==> config.mk <==
export PLATFORM = sky130hd
export DESIGN_NAME = tbisc_regs
export DESIGN_NICKNAME = d
export VERILOG_FILES = /design/src/tbisc_pkg.sv /design/src/tbisc_regs.sv /design/src/tbisc_sticky.sv
export VERILOG_INCLUDE_DIRS = /design/src
export SDC_FILE = /design/constraint.sdc
export NUM_CORES = 1
export LEC_CHECK = 0
export BUFFER_PORTS_ARGS = -buffer_cell sky130_fd_sc_hd__buf_2
export CAP_MARGIN = 5
export CORE_ASPECT_RATIO = 1.4
export CORE_MARGIN = 2
export CORE_UTILIZATION = 30
export DETAILED_ROUTE_END_ITERATION = 10
export SLEW_MARGIN = 20
export SYNTH_ARGS = -nofsm -noshare
export SYNTH_HDL_FRONTEND = slang
export SYNTH_HIERARCHICAL = 1
export SYNTH_SLANG_ARGS = --single-unit
==> constraint.sdc <==
create_clock -name core_clk -period 3.1 [get_ports core_clk]
set_clock_uncertainty 0.05 [all_clocks]
set_input_delay 0.31 -clock core_clk [delete_from_list [all_inputs] [get_ports core_clk]]
set_output_delay 0.31 -clock core_clk [all_outputs]
set_load 0.01 [all_outputs]
==> src/tbisc_defs.svh <==
// Purpose: offsets, field positions, reset values for the buffer index and serial control block
// Assumes: avalon byte address = 4 * register index
// Notes:   definitions only
`ifndef TBISC_DEFS_SVH
`define TBISC_DEFS_SVH

// register indices (byte address is four times these)
`define TBISC_IDX_INDEX    14'h1043
`define TBISC_SCTL_INDEX   14'h1045
`define TBISC_ISTAT_INDEX  14'h1046
`define TBISC_IMASK_INDEX  14'h1047

// buffer index register
`define TBISC_IDX_LSB      1
`define TBISC_IDX_MSB      5
`define TBISC_IDX_RST      5'h00
`define TBISC_IDX_LAST     5'h1f
`define TBISC_ENTRY_HI     2'h3
`define TBISC_ENTRY_LO     1'h0

// serial control/status register
`define TBISC_SCTL_RXF     7
`define TBISC_SCTL_TXE     6
`define TBISC_SCTL_PAR     5
`define TBISC_SCTL_FE      4
`define TBISC_SCTL_RXIE    3
`define TBISC_SCTL_TXIE    2
`define TBISC_SCTL_SRST    0
`define TBISC_SCTL_RST     8'h40

// interrupt status / mask layout
`define TBISC_IRQ_W        4
`define TBISC_IRQ_RX       0
`define TBISC_IRQ_TX       1
`define TBISC_IRQ_FE       2
`define TBISC_IRQ_WRAP     3
`define TBISC_IRQ_RST      4'h0

`endif

==> src/tbisc_pkg.sv <==
// Purpose: shared types for the buffer index and serial control block
// Assumes: nothing
// Notes:   register selection after address decode
package tbisc_pkg;

  typedef enum logic [2:0] {
    sel_none,
    sel_index,
    sel_sctl,
    sel_istat,
    sel_imask
  } tbisc_sel_e;

endpackage

==> src/tbisc_regs.sv <==
// Purpose: circular buffer index and serial port control/status registers on avalon-mm
// Assumes: serial core strobes come from logic on core_clk, so they are not synchronised
// Notes:   every access answers on the second edge with ce high; unmapped reads return zero
`timescale 1ns/1ns
`include "tbisc_defs.svh"

// How it works
// - five-bit index in bits 5..1 points at the next free of 32 entries
// - entry address is index framed by ones at bits 7,6 and zero at bit 0
// - unused index bits 0, 6, 7 are undefined; this design returns zero
// - reset clears the read/write index so it selects the lowest entry
// - soft reset bit set holds the serial port reset; clear it to run
// - control bits: rx full 7, tx empty 6, parity 5, framing 4, enables 3,2, reset 0
// - tx empty sets on reset, soft reset and shift-out; reads zero when full
// - receive interrupt requested when enabled and receive buffer becomes full
module tbisc_regs (
  // clock, reset, enable
  input  wire logic        core_clk,
  input  wire logic        nrst,
  input  wire logic        ce,
  // avalon-mm slave
  input  wire logic [15:0] address,
  input  wire logic        read,
  input  wire logic        write,
  input  wire logic [31:0] writedata,
  input  wire logic [3:0]  byteenable,
  output logic      [31:0] readdata,
  output logic             waitrequest,
  // buffer side
  input  wire logic        buf_advance,
  output logic      [7:0]  buf_entry_addr,
  // serial core side
  input  wire logic        rx_full_set,
  input  wire logic        rx_parity_in,
  input  wire logic        rx_frame_err_set,
  input  wire logic        tx_loaded,
  input  wire logic        tx_shifted_out,
  output logic             serial_soft_reset,
  // interrupts
  output logic             rx_irq_req,
  output logic             tx_irq_req,
  output logic             irq
);

  // decode a byte address into a register select; read and write paths share it
  function automatic tbisc_pkg::tbisc_sel_e reg_decode(input logic [15:0] a);
    logic [13:0] idx;
    idx = a[15:2];
    unique case (idx)
      `TBISC_IDX_INDEX:   reg_decode = tbisc_pkg::sel_index;
      `TBISC_SCTL_INDEX:  reg_decode = tbisc_pkg::sel_sctl;
      `TBISC_ISTAT_INDEX: reg_decode = tbisc_pkg::sel_istat;
      `TBISC_IMASK_INDEX: reg_decode = tbisc_pkg::sel_imask;
      default:            reg_decode = tbisc_pkg::sel_none;
    endcase
  endfunction

  // ---------------------------------------------------------------- bus
  logic                  ack_r;
  logic                  ack_nxt;
  logic [31:0]           readdata_r;
  logic [31:0]           readdata_nxt;
  tbisc_pkg::tbisc_sel_e sel;
  logic                  req;
  logic                  wr_commit;
  logic                  wr_lane0;
  logic [31:0]           rd_mux;

  // state registers referenced by the read mux, with their next values and event strobes
  logic [4:0]            idx_r;
  logic [4:0]            idx_nxt;
  logic                  rxf_r;
  logic                  txe_r;
  logic                  par_r;
  logic                  fe_r;
  logic                  rxie_r;
  logic                  txie_r;
  logic                  srst_r;
  logic                  rxf_nxt;
  logic                  txe_nxt;
  logic                  par_nxt;
  logic                  fe_nxt;
  logic                  rxie_nxt;
  logic                  txie_nxt;
  logic                  srst_nxt;
  logic [`TBISC_IRQ_W-1:0] istat;
  logic [`TBISC_IRQ_W-1:0] imask_r;
  logic [`TBISC_IRQ_W-1:0] imask_nxt;
  logic [`TBISC_IRQ_W-1:0] evt;
  logic [`TBISC_IRQ_W-1:0] istat_clr;
  logic                  wrap_evt;
  // serial control reset picture, split per bit so each flop gets a one-bit constant
  localparam logic [7:0] SCTL_RST = `TBISC_SCTL_RST;

  assign req         = read | write;
  assign sel         = reg_decode(address);
  // a frozen clock enable keeps the master waiting, so no write is lost
  assign waitrequest = req & (~ack_r | ~ce);
  assign wr_commit   = write & ack_r & ce;
  assign wr_lane0    = wr_commit & byteenable[0];

  always_comb begin
    rd_mux = 32'h0000_0000;
    unique case (sel)
      tbisc_pkg::sel_index: begin
        rd_mux[`TBISC_IDX_MSB:`TBISC_IDX_LSB] = idx_r;
      end
      tbisc_pkg::sel_sctl: begin
        rd_mux[`TBISC_SCTL_RXF]  = rxf_r;
        rd_mux[`TBISC_SCTL_TXE]  = txe_r;
        rd_mux[`TBISC_SCTL_PAR]  = par_r;
        rd_mux[`TBISC_SCTL_FE]   = fe_r;
        rd_mux[`TBISC_SCTL_RXIE] = rxie_r;
        rd_mux[`TBISC_SCTL_TXIE] = txie_r;
        rd_mux[`TBISC_SCTL_SRST] = srst_r;
      end
      tbisc_pkg::sel_istat: begin
        rd_mux[`TBISC_IRQ_W-1:0] = istat;
      end
      tbisc_pkg::sel_imask: begin
        rd_mux[`TBISC_IRQ_W-1:0] = imask_r;
      end
      tbisc_pkg::sel_none: begin
        rd_mux = 32'h0000_0000;
      end
    endcase
  end

  always_comb begin
    ack_nxt      = 1'b0;
    readdata_nxt = readdata_r;
    if (req && !ack_r) begin
      ack_nxt = 1'b1;
      // read data is caught a cycle early and stands through the answering edge
      if (read) begin
        readdata_nxt = rd_mux;
      end
    end
  end

  always_ff @(posedge core_clk or negedge nrst) begin
    if (!nrst) begin
      ack_r      <= 1'b0;
      readdata_r <= 32'h0000_0000;
    end else if (ce) begin
      ack_r      <= ack_nxt;
      readdata_r <= readdata_nxt;
    end
  end

  assign readdata = readdata_r;

  // ---------------------------------------------------------------- buffer index
  always_comb begin
    idx_nxt  = idx_r;
    wrap_evt = 1'b0;
    // a software write wins over a simultaneous advance
    if (wr_lane0 && sel == tbisc_pkg::sel_index) begin
      idx_nxt = writedata[`TBISC_IDX_MSB:`TBISC_IDX_LSB];
    end else if (buf_advance) begin
      if (idx_r == `TBISC_IDX_LAST) begin
        idx_nxt  = `TBISC_IDX_RST;
        wrap_evt = 1'b1;
      end else begin
        idx_nxt = idx_r + 5'h01;
      end
    end
  end

  always_ff @(posedge core_clk or negedge nrst) begin
    if (!nrst) begin
      idx_r <= `TBISC_IDX_RST;
    end else if (ce) begin
      idx_r <= idx_nxt;
    end
  end

  assign buf_entry_addr = {`TBISC_ENTRY_HI, idx_r, `TBISC_ENTRY_LO};

  // ---------------------------------------------------------------- serial control
  logic sctl_wr;

  assign sctl_wr = wr_lane0 && sel == tbisc_pkg::sel_sctl;

  always_comb begin
    rxie_nxt = rxie_r;
    txie_nxt = txie_r;
    srst_nxt = srst_r;
    rxf_nxt  = rxf_r;
    par_nxt  = par_r;
    fe_nxt   = fe_r;
    txe_nxt  = txe_r;
    if (sctl_wr) begin
      rxie_nxt = writedata[`TBISC_SCTL_RXIE];
      txie_nxt = writedata[`TBISC_SCTL_TXIE];
      srst_nxt = writedata[`TBISC_SCTL_SRST];
    end
    if (srst_r) begin
      // port held in reset: status returns to its reset picture
      rxf_nxt = 1'b0;
      par_nxt = 1'b0;
      fe_nxt  = 1'b0;
      txe_nxt = 1'b1;
    end else begin
      // clearable flags are cleared by writing zero; a new event wins
      if (rx_full_set) begin
        rxf_nxt = 1'b1;
        par_nxt = rx_parity_in;
      end else if (sctl_wr && !writedata[`TBISC_SCTL_RXF]) begin
        rxf_nxt = 1'b0;
      end
      if (rx_frame_err_set) begin
        fe_nxt = 1'b1;
      end else if (sctl_wr && !writedata[`TBISC_SCTL_FE]) begin
        fe_nxt = 1'b0;
      end
      if (tx_shifted_out) begin
        txe_nxt = 1'b1;
      end else if (tx_loaded) begin
        txe_nxt = 1'b0;
      end
    end
  end

  always_ff @(posedge core_clk or negedge nrst) begin
    if (!nrst) begin
      rxf_r  <= SCTL_RST[`TBISC_SCTL_RXF];
      txe_r  <= SCTL_RST[`TBISC_SCTL_TXE];
      par_r  <= SCTL_RST[`TBISC_SCTL_PAR];
      fe_r   <= SCTL_RST[`TBISC_SCTL_FE];
      rxie_r <= 1'b0;
      txie_r <= 1'b0;
      srst_r <= 1'b0;
    end else if (ce) begin
      rxf_r  <= rxf_nxt;
      txe_r  <= txe_nxt;
      par_r  <= par_nxt;
      fe_r   <= fe_nxt;
      rxie_r <= rxie_nxt;
      txie_r <= txie_nxt;
      srst_r <= srst_nxt;
    end
  end

  assign serial_soft_reset = srst_r;
  assign rx_irq_req        = rxie_r & rxf_r;
  assign tx_irq_req        = txie_r & txe_r;

  // ---------------------------------------------------------------- interrupts
  always_comb begin
    evt                  = '0;
    evt[`TBISC_IRQ_RX]   = rx_full_set & rxie_r & ~srst_r;
    evt[`TBISC_IRQ_TX]   = txe_nxt & ~txe_r & txie_r;
    evt[`TBISC_IRQ_FE]   = rx_frame_err_set & ~srst_r;
    evt[`TBISC_IRQ_WRAP] = wrap_evt;
    istat_clr            = '0;
    if (wr_lane0 && sel == tbisc_pkg::sel_istat) begin
      istat_clr = writedata[`TBISC_IRQ_W-1:0];
    end
    imask_nxt = imask_r;
    if (wr_lane0 && sel == tbisc_pkg::sel_imask) begin
      imask_nxt = writedata[`TBISC_IRQ_W-1:0];
    end
  end

  always_ff @(posedge core_clk or negedge nrst) begin
    if (!nrst) begin
      imask_r <= `TBISC_IRQ_RST;
    end else if (ce) begin
      imask_r <= imask_nxt;
    end
  end

  tbisc_sticky #(
    .W (`TBISC_IRQ_W)
  ) u_istat (
    .core_clk (core_clk),
    .nrst     (nrst),
    .ce       (ce),
    .set      (evt),
    .clr      (istat_clr),
    .q        (istat)
  );

  // level output: stays high until every unmasked sticky bit is cleared
  assign irq = |(istat & imask_r);

endmodule

==> src/tbisc_sticky.sv <==
// Purpose: sticky event flags with write-one-to-clear
// Assumes: set and clear are single-cycle strobes on core_clk
// Notes:   a set in the same cycle as a clear wins
`timescale 1ns/1ns
module tbisc_sticky #(
  parameter int W = 4
) (
  // clock, reset and enable
  input  wire logic         core_clk,
  input  wire logic         nrst,
  input  wire logic         ce,
  // events and clears
  input  wire logic [W-1:0] set,
  input  wire logic [W-1:0] clr,
  // flags
  output logic      [W-1:0] q
);

  logic [W-1:0] q_r;
  logic [W-1:0] q_nxt;

  always_comb begin
    // set wins so an event arriving during the clear is not lost
    q_nxt = (q_r & ~clr) | set;
  end

  always_ff @(posedge core_clk or negedge nrst) begin
    if (!nrst) begin
      q_r <= '0;
    end else if (ce) begin
      q_r <= q_nxt;
    end
  end

  assign q = q_r;

endmodule

### Yosys cells after proc, flatten, opt, wreduce, memory -nomap -nowiden

Index checks and enable logic that the tools add are counted.

| operators by class | value |
|---|---|
| $add $sub $neg | 1 |
| eq/ne operators | 9 |
| muxes and demuxes | 25 |
| bitwise operators | 21 |
| reductions and logical operators | 23 |

Operators with widths:

| operator | count |
|---|---|
| $eq A14 B13 Y1 const B | 4 |
| $mux W1 | 15 |
| $mux W5 | 3 |
| $pmux W3 S4 | 1 |
| $reduce_and A2 Y1 | 6 |
| $and A1 B1 Y1 | 11 |
| $pmux W2 S5 | 1 |
| $and A4 B4 Y4 | 2 |
| $logic_and A1 B1 Y1 | 7 |
| $eq A3 B2 Y1 const B | 2 |
| $pmux W1 S3 | 2 |
| $reduce_bool A3 Y1 | 2 |
| $add A5 B1 Y5 const B | 1 |
| $eq A5 B5 Y1 const B | 1 |
| $mux W4 | 1 |
| $not A1 Y1 | 4 |
| $not A4 Y4 | 1 |
| $or A4 B4 Y4 | 1 |
| $pmux W2 S2 | 1 |
| $reduce_bool A2 Y1 | 2 |
| $reduce_or A4 Y1 | 1 |
| $eq A3 B1 Y1 const B | 1 |
| $eq A3 B3 Y1 const B | 1 |
| $logic_not A1 Y1 | 3 |
| other kinds (4) | 5 |

| word-level totals | value |
|---|---|
| register bits | 29 |
| input port bits | 63 |
| logic and storage cells | 91 |

### Depth between registers and ports, before layout

Gate-level depths: netlist of the first run.

| depth | value |
|---|---|
| depth in word-level cells | 8 |
| gate-level depth with buffers | 7 |
| mapped depth without buffers | 7 |

### Hierarchy

Netlist of the first run, hierarchy kept.

Modules (own cells, without submodules):

| module | instances | cells an instance | area an instance (sq um) | sequential area each (sq um) |
|---|---|---|---|---|
| tbisc_regs | 1 | 187 | 1793.0 | 626.9 |
| tbisc_sticky | 1 | 13 | 161.4 | 100.1 |

### Worst setup path after synthesis of the first run

Ideal clock, no wire load.

| timing | value |
|---|---|
| path type | input to register |
| from | input address[5] |
| to | register u_istat.q_r[0] (netlist: u_istat/q[0]) |
| library setup time | 0.121 ns |
| arrival | 1.858 ns |
| required time | 2.929 ns |
| path slack | 1.071 ns |
| stages | 7 |
| path buffers | 1 |
| cells stage by stage | or4b_4 > buf_6 > or3_1 > nor3_2 > and2_1 > nand2_1 > a22o_1 |

| on the way | value |
|---|---|
| word-level cells in the longest chain between the ends | 8 |
| elaborated cells between the ends (all ways) | 11 |
| those cells by class | 5 x eq/ne; 2 x mux; 3 x bitwise; 1 x reduce/logical |

RTL lines:

| element | line | source |
|---|---|---|
| start, declared | tbisc_regs.sv:22 | `input wire logic [15:0] address,` |
| $eq A14 B13 Y1 | tbisc_regs.sv:49 | `unique case (idx)` |
| $pmux W3 S4 * | tbisc_regs.sv:49 |  |
| $eq A3 B2 Y1 * | tbisc_regs.sv:257 | `if (wr_lane0 && sel == tbisc_pkg::sel_istat) begin` |
| $logic_and A1 B1 Y1 * | tbisc_regs.sv:257 |  |
| $mux W4 * | tbisc_regs.sv:257 |  |
| named net istat_clr[0] | tbisc_regs.sv:90 | `` logic [`TBISC_IRQ_W-1:0] istat_clr; `` |
| $not A4 Y4 * | tbisc_sticky.sv:24 | `q_nxt = (q_r & ~clr) \| set;` |
| $and A4 B4 Y4 * | tbisc_sticky.sv:24 |  |
| $or A4 B4 Y4 * | tbisc_sticky.sv:24 |  |
| end signal, assigned | tbisc_sticky.sv:31 | `q_r <= q_nxt;` |
| end, declared | tbisc_sticky.sv:19 | `logic [W-1:0] q_r;` |

Mark *: on every way through the listed nets, which the timed path passes. The rest lies on a longest branch.
A chain may end at the register's enable or synchronous reset.

### Final worst setup path of the first run

| timing | value |
|---|---|
| from | input address[5] |
| to | register u_istat.q_r[3] (netlist: u_istat/q[3]) |

Same word-level chain as after synthesis.

==> flow_summary.ini, run 1 <==
[placement]
gp_congestion = 0.860
place.port_buffers = 50
placed_cell_area_mm2 = 0.00214
dp_cells = 313
hpwl_um = 3840

[detailed_routing]
viasPerCell = 5.18
wl_per_cell_um = 15.4
vias = 1664
routed_wl_um = 4930
drcViolationCount = 0
ant_nets = 0
drt_iter0_markers = 121
dr.pass1.iters = 4

[worst_setup_path]
max_stage_delay_ps = 620
cp.required_ps = 3210
path_cells = buf_2 -> or4b_4 -> or3_1 -> nor3_2 -> and2_1 -> nand2_1 -> a22o_1
rrSetupSlack_ps = 1200
reg2reg_to = imask_r[2]$_DFFE_PN0P_
crit_arrival_ps = 2110
worstRegToRegCells = 4
critPathLaunchType = primary input
critPathMaxFanout = 8
reg2reg_from = ack_r$_DFFE_PN0P_
path_class = in -> reg
endpoint_kind = flip-flop
slowest_stage = or4b_4

[synth]
synth_seq_area_share = 0.372
yosys_warnings = 6
netlist_instances = 200
synthesis.area_mm2 = 0.00195
async_flop_share = 1.00
synth_top_cell_by_area = dfrtp_1
synth-edff-count = 0
synthDistinctLibCells = 57
yosys-top-cells-area = dfrtp_1 (36%), buf_4 (10%), nand2_1 (3.3%), mux2_4 (3.1%), mux2_2 (2.3%)
synth_seq_cells = 29
yosysTopAreaCellShare = 0.359
ys.flop_type = dfrtp_1
syn_avg_cell_area_um2 = 9.77

[die]
core_area_mm2 = 0.00625
die-width_um = 72.2
die_area_mm2 = 0.00719
die_h_um = 99.5
start_util = 0.313
row_count = 34
boundaryPins = 108

[timing]
rsz0062_at_grt = no
finalCritPeriodShare = 0.644
setup_tns_ps = 0
fmax_ghz = 0.501
final-setup-viol-count = 0
maxSlewHeadroom = 0.561
fin_crit_ps = 2000
maxSlewViolCount = 0
worst-slew-pin-transition_ps = 658
hold_viol = 0

[clock_tree]
cts_sinks = 29
clkLatencyLatePin_ps = 280
cts_tree = yes
cts_hold_buf = 0
cts_root_buffer = clkbuf_8
htreeDepth = 2
cts_setup_buffers = 0
path_clk_slew_ps = 60
cts.path.max_buffers = 2
cts_made_buffers = 5
cts_resized = 0

[cells_and_area]
fin_nets = 313
layout-drive-gt1-share = 0.317
nFillCells = 670
layoutNonFillerInstCount = 321
post-route-util = 0.356
multi_input_area_mm2 = 0.00105
area_growth_pct = 13.8
antenna-diode-count = 0
regArea_um2 = 727
stdcell_area_mm2 = 0.00222

[min_path]
hp-class = in -> async

[power]
swShare = 0.325
intPower_mw = 0.702
seqPwrFrac = 0.476
comb_power_share = 0.237
power_mw = 1.04
p_switching_mw = 0.339
clock_power_share = 0.287
p_leak_nw = 1.06
power.density_mw_per_mm2 = 468
ir_worst_vdd_mv = 0.164

[grt]
grt_pass1_wl_um = 7850
grt.total_usage = 0.143
grt-ovfl-total = 0
antenna_found_initial = 0
grt_max_degree = 30
grt_pass1_vias = 1598

[run]
maxCapViolCount = 0

[status]
status = finished, final reports clean
[metal layers]
metal	global-route usage	vias up	routed length [um]
met1	0.156	805	1920
met3	0.0355	6	287
met5	0	-	0
met4	0.0711	0	110
met2	0.253	63	2620
li1	-	790	-
[state kept, by name (all words and copies together), names as in the netlist]
register / cells
serial_soft_reset: 1
ack_r: 1
txie_r: 1
idx_r: 5
txe_r: 1
fe_r: 1
u_istat/q: 4
rxie_r: 1
readdata: 8
rxf_r: 1
par_r: 1
imask_r: 4
[power groups by stage]
stage / Sequential, mW / Combinational, mW / Clock (mW)
2_1_floorplan: 0.502 / 0.158 / 0
3_5_place_dp: 0.504 / 0.248 / 0
3_3_place_gp: 0.503 / 0.245 / 0
5_1_grt: 0.504 / 0.277 / 0.326
4_1_cts: 0.497 / 0.250 / 0.306
6_report: 0.495 / 0.247 / 0.299
[worst max-delay path, delay by kind of cell]
| kind | cells | cell delay [ps] |
|---|---|---|
| AOI/OAI and AO/OA | 1 | 190 |
| buffers and inverters | 1 | 90 |
| and+or+nand+nor | 5 | 1510 |
[final cells by class]
class,count,area share
clock buffers,8,0.0360
well taps,72,0.0405
repair buffers,52,0.119
inverters,3,0.00506
multi-input cells,157,0.472
flip-flops and latches,29,0.327
[logic make-up after synthesis]
| kind of cell | Yosys count | synth area share |
|---|---|---|
| simple gates | 77 | 0.251 |
| other cells | 2 | 0.00384 |
| mux | 9 | 0.0589 |
| compound gates | 42 | 0.163 |
| buf+inv | 39 | 0.139 |
| flops | 29 | 0.372 |
| fa+ha+maj | 2 | 0.0128 |
[cells in the mapped netlist, drive strengths merged, types with 2 or more instances]
cell type	instances
a41oi	3
a22oi	3
nor4b	2
buf	31
nand3b	3
nor2	12
and3b	3
and2	6
a221oi	3
a31oi	4
clkbuf	5
a211oi	2
o221a	2
conb	2
o32ai	2
nand4	7
and3	6
nand3	4
nor3	4
o21ai	7
or3	2
mux2	8
dfrtp	28
a21o	2
a22o	4
ha	2
nor4	4
nand2	17
a211o	2
inv	3
a21oi	3
[how the worst max path moves through the flow]
stage	start	to	slack, ps	depth (start not counted)
floorplan	address[5]	u_istat/q[0]$_DFFE_PN0P_	1070	7
global placement	address[5]	u_istat/q[0]$_DFFE_PN0P_	790	7
detailed placement	address[5]	u_istat/q[1]$_DFFE_PN0P_	800	7
CTS	address[5]	u_istat/q[1]$_DFFE_PN0P_	1090	7
global route	address[5]	u_istat/q[3]$_DFFE_PN0P_	1040	7
finish	address[5]	u_istat/q[3]$_DFFE_PN0P_	1100	7
[layout by cell type, fill, tap and decap left out, types with 4 or more instances in the layout]
cell	count
mux2_4	4
nand3_1	4
and3_1	6
dfrtp_1	28
a31oi_1	4
o21ai_0	6
mux2_2	4
buf_2	50
nand2_1	17
clkbuf_8	5
nor2_1	11
a22o_1	4
and2_1	6
conb_1	27
nand4_1	7
[metrics by stage]
step                      hold slack, ps  setup slack (ps)
after CTS                           39.0              1090
after global placement               335               790
after floorplan                    -35.6              1070
final                               8.95              1100
after global routing                64.6              1040
after detailed placement             340               798
Power figures use the tool's default switching activity.
==> run 2: changes to the inputs <==
--- a/config.mk
+++ b/config.mk
@@ -6,6 +6,7 @@
 export SDC_FILE = /design/constraint.sdc
 export NUM_CORES = 1
 export LEC_CHECK = 0
+export ABC_AREA = 1
 export BUFFER_PORTS_ARGS = -buffer_cell sky130_fd_sc_hd__buf_2
 export CAP_MARGIN = 5
 export CORE_ASPECT_RATIO = 1.4
==> constraint.sdc (replaced) <==
create_clock -name core_clk -period 1.72 [get_ports core_clk]
set_clock_uncertainty 0.05 [all_clocks]
set_input_delay 0.172 -clock core_clk [delete_from_list [all_inputs] [get_ports core_clk]]
set_output_delay 0.172 -clock core_clk [all_outputs]
set_load 0.01 [all_outputs]
==> run 2 against run 1 <==
Compared with the run above:
- critical path depth is 2 higher
- register-to-register slack worse by 1000 ps
- global-route usage is 0.76 points lower
- critical path type is now reg -> reg
- largest cell class unchanged
- largest power group unchanged
==> flow_summary.ini, run 2 <==
[die]
boundaryPins = 108
die-width_um = 73.4
die_area_mm2 = 0.00743
core_area_mm2 = 0.00657
start_util = 0.308
die_h_um = 101
row_count = 35

[synth]
yosysTopAreaCellShare = 0.346
yosys-top-cells-area = dfrtp_1 (35%), nand2_1 (17%), buf_4 (10%), nand3_1 (5.7%), inv_1 (4.6%)
yosysMostFrequentCell = nand2_1
netlist_instances = 281
syn_avg_cell_area_um2 = 7.20
synth_top_cell_by_area = dfrtp_1
synthesis.area_mm2 = 0.00202
async_flop_share = 1.00
synth_seq_cells = 29
synthDistinctLibCells = 31
ys.flop_type = dfrtp_1
yosys_warnings = 6
synth-edff-count = 0
synth_commonest_cells = nand2_1 (92), dfrtp_1 (28), buf_4 (27)
synth_seq_area_share = 0.359

[cells_and_area]
layout-drive-gt1-share = 0.249
post-route-util = 0.360
largest_reg_flops = 8
area_growth_pct = 16.7
nFillCells = 723
fin_nets = 401
final_common_cell = nand2_1
stdcell_area_mm2 = 0.00236
layoutNonFillerInstCount = 411
antenna-diode-count = 0
layout_common_cells = nand2_1 (92), buf_2 (50), dfrtp_1 (28), conb_1 (27), inv_1 (25)

[min_path]
hp-class = in -> reg
min_path_cells = 3
min_to = serial_soft_reset$_DFFE_PN0P_
worstHoldStart = writedata[0]

[placement]
placed_cell_area_mm2 = 0.00225
dp_cells = 402
place_worst_setup_slack_ps = 105
gp_congestion = 0.781
hpwl_um = 3770
place.port_buffers = 50

[detailed_routing]
drcViolationCount = 0
viasPerCell = 4.48
drt_iter0_markers = 83
vias = 1840
dr.pass1.iters = 4
routed_wl_um = 4670
ant_nets = 0
wl_per_cell_um = 11.4

[clock_tree]
cts_sinks = 29
cts.path.max_buffers = 2
cts_made_buffers = 5
htreeDepth = 2
cts_tree = yes
cts_resized = 0
clkLatencyLatePin_ps = 280
cts_root_buffer = clkbuf_8
path_clk_slew_ps = 60

[timing]
hold_viol = 0
worst-slew-pin-transition_ps = 645
maxSlewHeadroom = 0.570
timing.hold.ws_ps = 69.4
finalCritPeriodShare = 0.884
setup_ws_ps = 200
fin_crit_ps = 1520
rsz0062_at_grt = no
fmax_ghz = 0.658
maxSlewViolCount = 0
final-setup-viol-count = 0
setup_tns_ps = 0

[worst_setup_path]
rrSetupSlack_ps = 200
endpoint_kind = flip-flop
reg2reg_to = idx_r[2]$_DFFE_PN0P_
path_class = reg -> reg
critPathLaunchType = flip-flop
crit_arrival_ps = 1700
cp.required_ps = 1900
worstRegToRegCells = 9
critPathMaxFanout = 4
reg2reg_from = idx_r[0]$_DFFE_PN0P_

[power]
power_mw = 1.87
power.density_mw_per_mm2 = 791
p_leak_nw = 1.34
ir_worst_vdd_mv = 0.253

[grt]
grt-ovfl-total = 0
grt_pass1_vias = 1720
grt_pass1_wl_um = 7830
grt.total_usage = 0.136
antenna_found_initial = 0
grt_max_degree = 30

[run]
maxCapViolCount = 0

[status]
status = finished, final reports clean
==> run 2: final cells by class <==
type                       instances  area, um2  area share
clock inverter                     1       5.00     0.00212
inverter                          28        105      0.0445
timing repair buffer              57        305       0.129
tap                               74       92.6      0.0392
clock buffer                       7       96.3      0.0408
sequential                        29        727       0.308
multi-input combinational        215       1030       0.436
==> run 2: critical path: stages, from the launching register on <==
cell     delay (ps)
dfrtp_1         380
ha_1            210
nand2_1          90
nor2_1           50
ha_1            220
nor3b_1         210
nand2_1          70
o21ai_1          70
nand2_1          60
nand2_1          60
==> run 2: cells by family (layout without fill, tap and decap cells) <==
logic type,Yosys count,in the layout,share of synthesized area
buf+inv,62,93,0.178
simple gates,159,159,0.370
flops,29,29,0.359
fa+ha+maj,2,2,0.0124
compound gates,27,27,0.0773
other cells,2,27,0.00371
==> run 2: power by group <==
group | internal [mW] | switching (mW) | total, mW
sequential | 0.737 | 0.0528 | 0.790
clock | 0.361 | 0.259 | 0.620
combinational | 0.181 | 0.276 | 0.457
==> run 2: what timing repair did <==
| item | 4_1_cts | 5_1_grt |
|---|---|---|
| setup buffers | 0 | 0 |
| hold buffers | 1 | 0 |
| endpoints found under the hold margin | 28 | 0 |
==> run 2: per-layer routing <==
| metal | routed length [um] | vias up | GRT usage | share of wire |
|---|---|---|---|---|
| met1 | 1910 | 847 | 0.158 | 0.41 |
| met3 | 224 | 6 | 0.0269 | 0.048 |
| met4 | 74 | 0 | 0.0545 | 0.016 |
| li1 | - | 935 | - | - |
| met2 | 2460 | 52 | 0.240 | 0.53 |
| met5 | 0 | - | 0 | 0 |
==> run 2: how the worst max path moves through the flow <==
stage	from	cells after the start	slack [ps]	end
6_report	idx_r[0]$_DFFE_PN0P_	9	200	idx_r[2]$_DFFE_PN0P_
5_1_grt	idx_r[0]$_DFFE_PN0P_	9	70	idx_r[2]$_DFFE_PN0P_
4_1_cts	idx_r[0]$_DFFE_PN0P_	9	200	idx_r[2]$_DFFE_PN0P_
3_5_place_dp	address[13]	11	100	u_istat/q[2]$_DFFE_PN0P_
3_3_place_gp	address[13]	11	160	u_istat/q[2]$_DFFE_PN0P_
2_1_floorplan	idx_r[0]$_DFFE_PN0P_	9	200	idx_r[2]$_DFFE_PN0P_
==> run 3: changes to the inputs <==
--- a/config.mk
+++ b/config.mk
@@ -11,10 +11,10 @@
 export CAP_MARGIN = 5
 export CORE_ASPECT_RATIO = 1.4
 export CORE_MARGIN = 2
-export CORE_UTILIZATION = 30
+export CORE_UTILIZATION = 40
 export DETAILED_ROUTE_END_ITERATION = 10
+export PLACE_DENSITY = 0.76
 export SLEW_MARGIN = 20
 export SYNTH_ARGS = -nofsm -noshare
 export SYNTH_HDL_FRONTEND = slang
-export SYNTH_HIERARCHICAL = 1
 export SYNTH_SLANG_ARGS = --single-unit
==> run 3 against run 2 <==
Compared with the run above:
- core utilization rose by 14 points
- worst setup slack lost 2.4 ps
- critical path depth unchanged
- highest routed layer unchanged
- final area rose by 1.3%
==> flow_summary.ini, run 3 <==
[status]
status = finished, final reports clean

[worst_setup_path]
critPathLaunchType = flip-flop
crit_arrival_ps = 1690
endpoint_kind = flip-flop
path_class = reg -> reg
path_cells = ha_1 -> nand2_1 -> nor2_1 -> ha_1 -> nor3b_2 -> nand2_1 -> o21ai_2 -> nand2_1 -> nand2_1
crit_path_frequent_cell = nand2_1
slowest_stage = dfrtp_1
critPathMaxFanout = 4
max_stage_delay_ps = 390
cp.required_ps = 1890

[synth]
async_flop_share = 1.00
synthesis.area_mm2 = 0.00198
synth_top_cell_by_area = dfrtp_1
syn_avg_cell_area_um2 = 7.35
synth_seq_cells = 29
synth_commonest_cells = nand2_1 (89), buf_4 (28), dfrtp_1 (28)
synth_seq_area_share = 0.367
yosys_warnings = 0
ys.flop_type = dfrtp_1
yosysTopAreaCellShare = 0.354
synth-edff-count = 0
yosys-top-cells-area = dfrtp_1 (35%), nand2_1 (17%), buf_4 (11%), inv_1 (5.1%), nand3_1 (4.8%)
yosysMostFrequentCell = nand2_1
netlist_instances = 269
synthDistinctLibCells = 28

[die]
boundaryPins = 108
core_area_mm2 = 0.00480
die_area_mm2 = 0.00553
die_h_um = 87.2
die-width_um = 63.4
start_util = 0.412
row_count = 30

[timing]
fin_crit_ps = 1520
maxSlewViolCount = 0
fmax_ghz = 0.657
hold_viol = 0
finalCritPeriodShare = 0.885
maxSlewHeadroom = 0.561
setup_tns_ps = 0
rsz0062_at_grt = no
final-setup-viol-count = 0
worst-slew-pin-transition_ps = 658

[cells_and_area]
layout_common_cells = nand2_1 (89), buf_2 (50), dfrtp_1 (28), inv_1 (27), conb_1 (27)
regArea_um2 = 727
nFillCells = 487
fin_nets = 396
area_growth_pct = 20.9
antenna-diode-count = 0
stdcell_area_mm2 = 0.00239
multi_input_area_mm2 = 0.00101
largest_reg_flops = 8
layout-drive-gt1-share = 0.292
final_common_cell = nand2_1

[placement]
gp_congestion = 0.928
hpwl_um = 3570
placed_cell_area_mm2 = 0.00224
place.port_buffers = 50

[power]
p_leak_nw = 1.35
power.density_mw_per_mm2 = 888
ir_worst_vdd_mv = 0.809

[run]
maxCapViolCount = 0

[clock_tree]
cts.path.max_buffers = 2
htreeDepth = 2
path_clk_slew_ps = 60
cts_tree = yes
cts_sinks = 29
cts_made_buffers = 5
clkLatencyLatePin_ps = 280
cts_root_buffer = clkbuf_8
cts_setup_buffers = 0

[grt]
grt.total_usage = 0.173
grt_max_degree = 30
grt-ovfl-total = 0
grt_pass1_vias = 1646
antenna_found_initial = 0
grt_pass1_wl_um = 7290

[detailed_routing]
ant_nets = 0
drt_iter0_markers = 47
drcViolationCount = 0
routed_wl_um = 4420
viasPerCell = 4.53
wl_per_cell_um = 11.2
dr.pass1.iters = 4
vias = 1792

[min_path]
hp-class = in -> reg
run 3: area by class of cell:
type	instances	area share
Clock inverter	3	0.0272
Tap cell	64	0.0335
Multi-Input combinational cell	205	0.423
Timing Repair Buffer	60	0.137
Inverter	30	0.0471
Sequential cell	29	0.304
Clock buffer	5	0.0288
run 3: final timing paths:
path / start / end / slack [ps] / cells past startpoint
max reg2reg: idx_r[0]$_DFFE_PN0P_ / idx_r[2]$_DFFE_PN0P_ / 200 / 9
max: idx_r[0]$_DFFE_PN0P_ / idx_r[2]$_DFFE_PN0P_ / 200 / 9
min: rx_parity_in / par_r$_DFFE_PN0P_ / 90 / 3
max in group asynchronous: nrst / readdata[0]$_DFFE_PN0P_ / 790 / 2
min in group asynchronous: nrst / idx_r[4]$_DFFE_PN0P_ / 400 / 2
min reg2reg: readdata[1]$_DFFE_PN0P_ / readdata[1]$_DFFE_PN0P_ / 430 / 2
run 3: logic make-up (layout without fill, tap and decap cells):
logic type	Yosys count	in the layout	synth area share
simple gates	148	148	0.354
buf+inv	60	98	0.171
flops	29	29	0.367
compound gates	27	27	0.0867
fa+ha+maj	2	2	0.0126
other cells	2	27	0.00380
xor+xnor	1	1	0.00443
run 3: critical path, delay by kind of cell, from the launching register on:
kind / cells / cell delay, ps
adder cells (fa/ha/maj): 2 / 440
AND/OR/NAND/NOR: 6 / 510
AO/OA/AOI/OAI: 1 / 60
flip-flops: 1 / 390
run 3: timing repair:
item,in CTS,in global routing
setup endpoints to repair,0,1
hold buffers,1,0
endpoints found under the hold margin,28,0
gates resized for setup,0,1
run 3: per-layer routing:
metal  share of wire  global-route usage  vias up
met5               0                   0        -
met4           0.028               0.105        0
met3           0.058              0.0310        9
met2            0.52               0.301       73
met1            0.39               0.196      796
li1                -                   -      914
run 3: through the flow:
| step | power, mW | utilization | std cells | hold WS (ps) | setup WS [ps] |
|---|---|---|---|---|---|
| floorplan | 1.14 | - | 294 | -174 | 211 |
| global placement | 1.27 | 0.467 | 387 | 183 | 223 |
| detailed placement | 1.29 | 0.467 | 387 | 183 | 205 |
| CTS | 2.13 | 0.497 | 396 | 85.5 | 178 |
| global route | 2.24 | 0.498 | 396 | 128 | 39.3 |
| finish | 2.12 | 0.498 | 396 | 93.9 | 197 |
run 3: where the power goes:
group / internal (mW) / leakage, nW / switching, mW
logic: 0.195 / 0.903 / 0.291
clock network: 0.575 / 0.0681 / 0.262
registers: 0.745 / 0.379 / 0.0551
total: 1.51 / 1.35 / 0.609
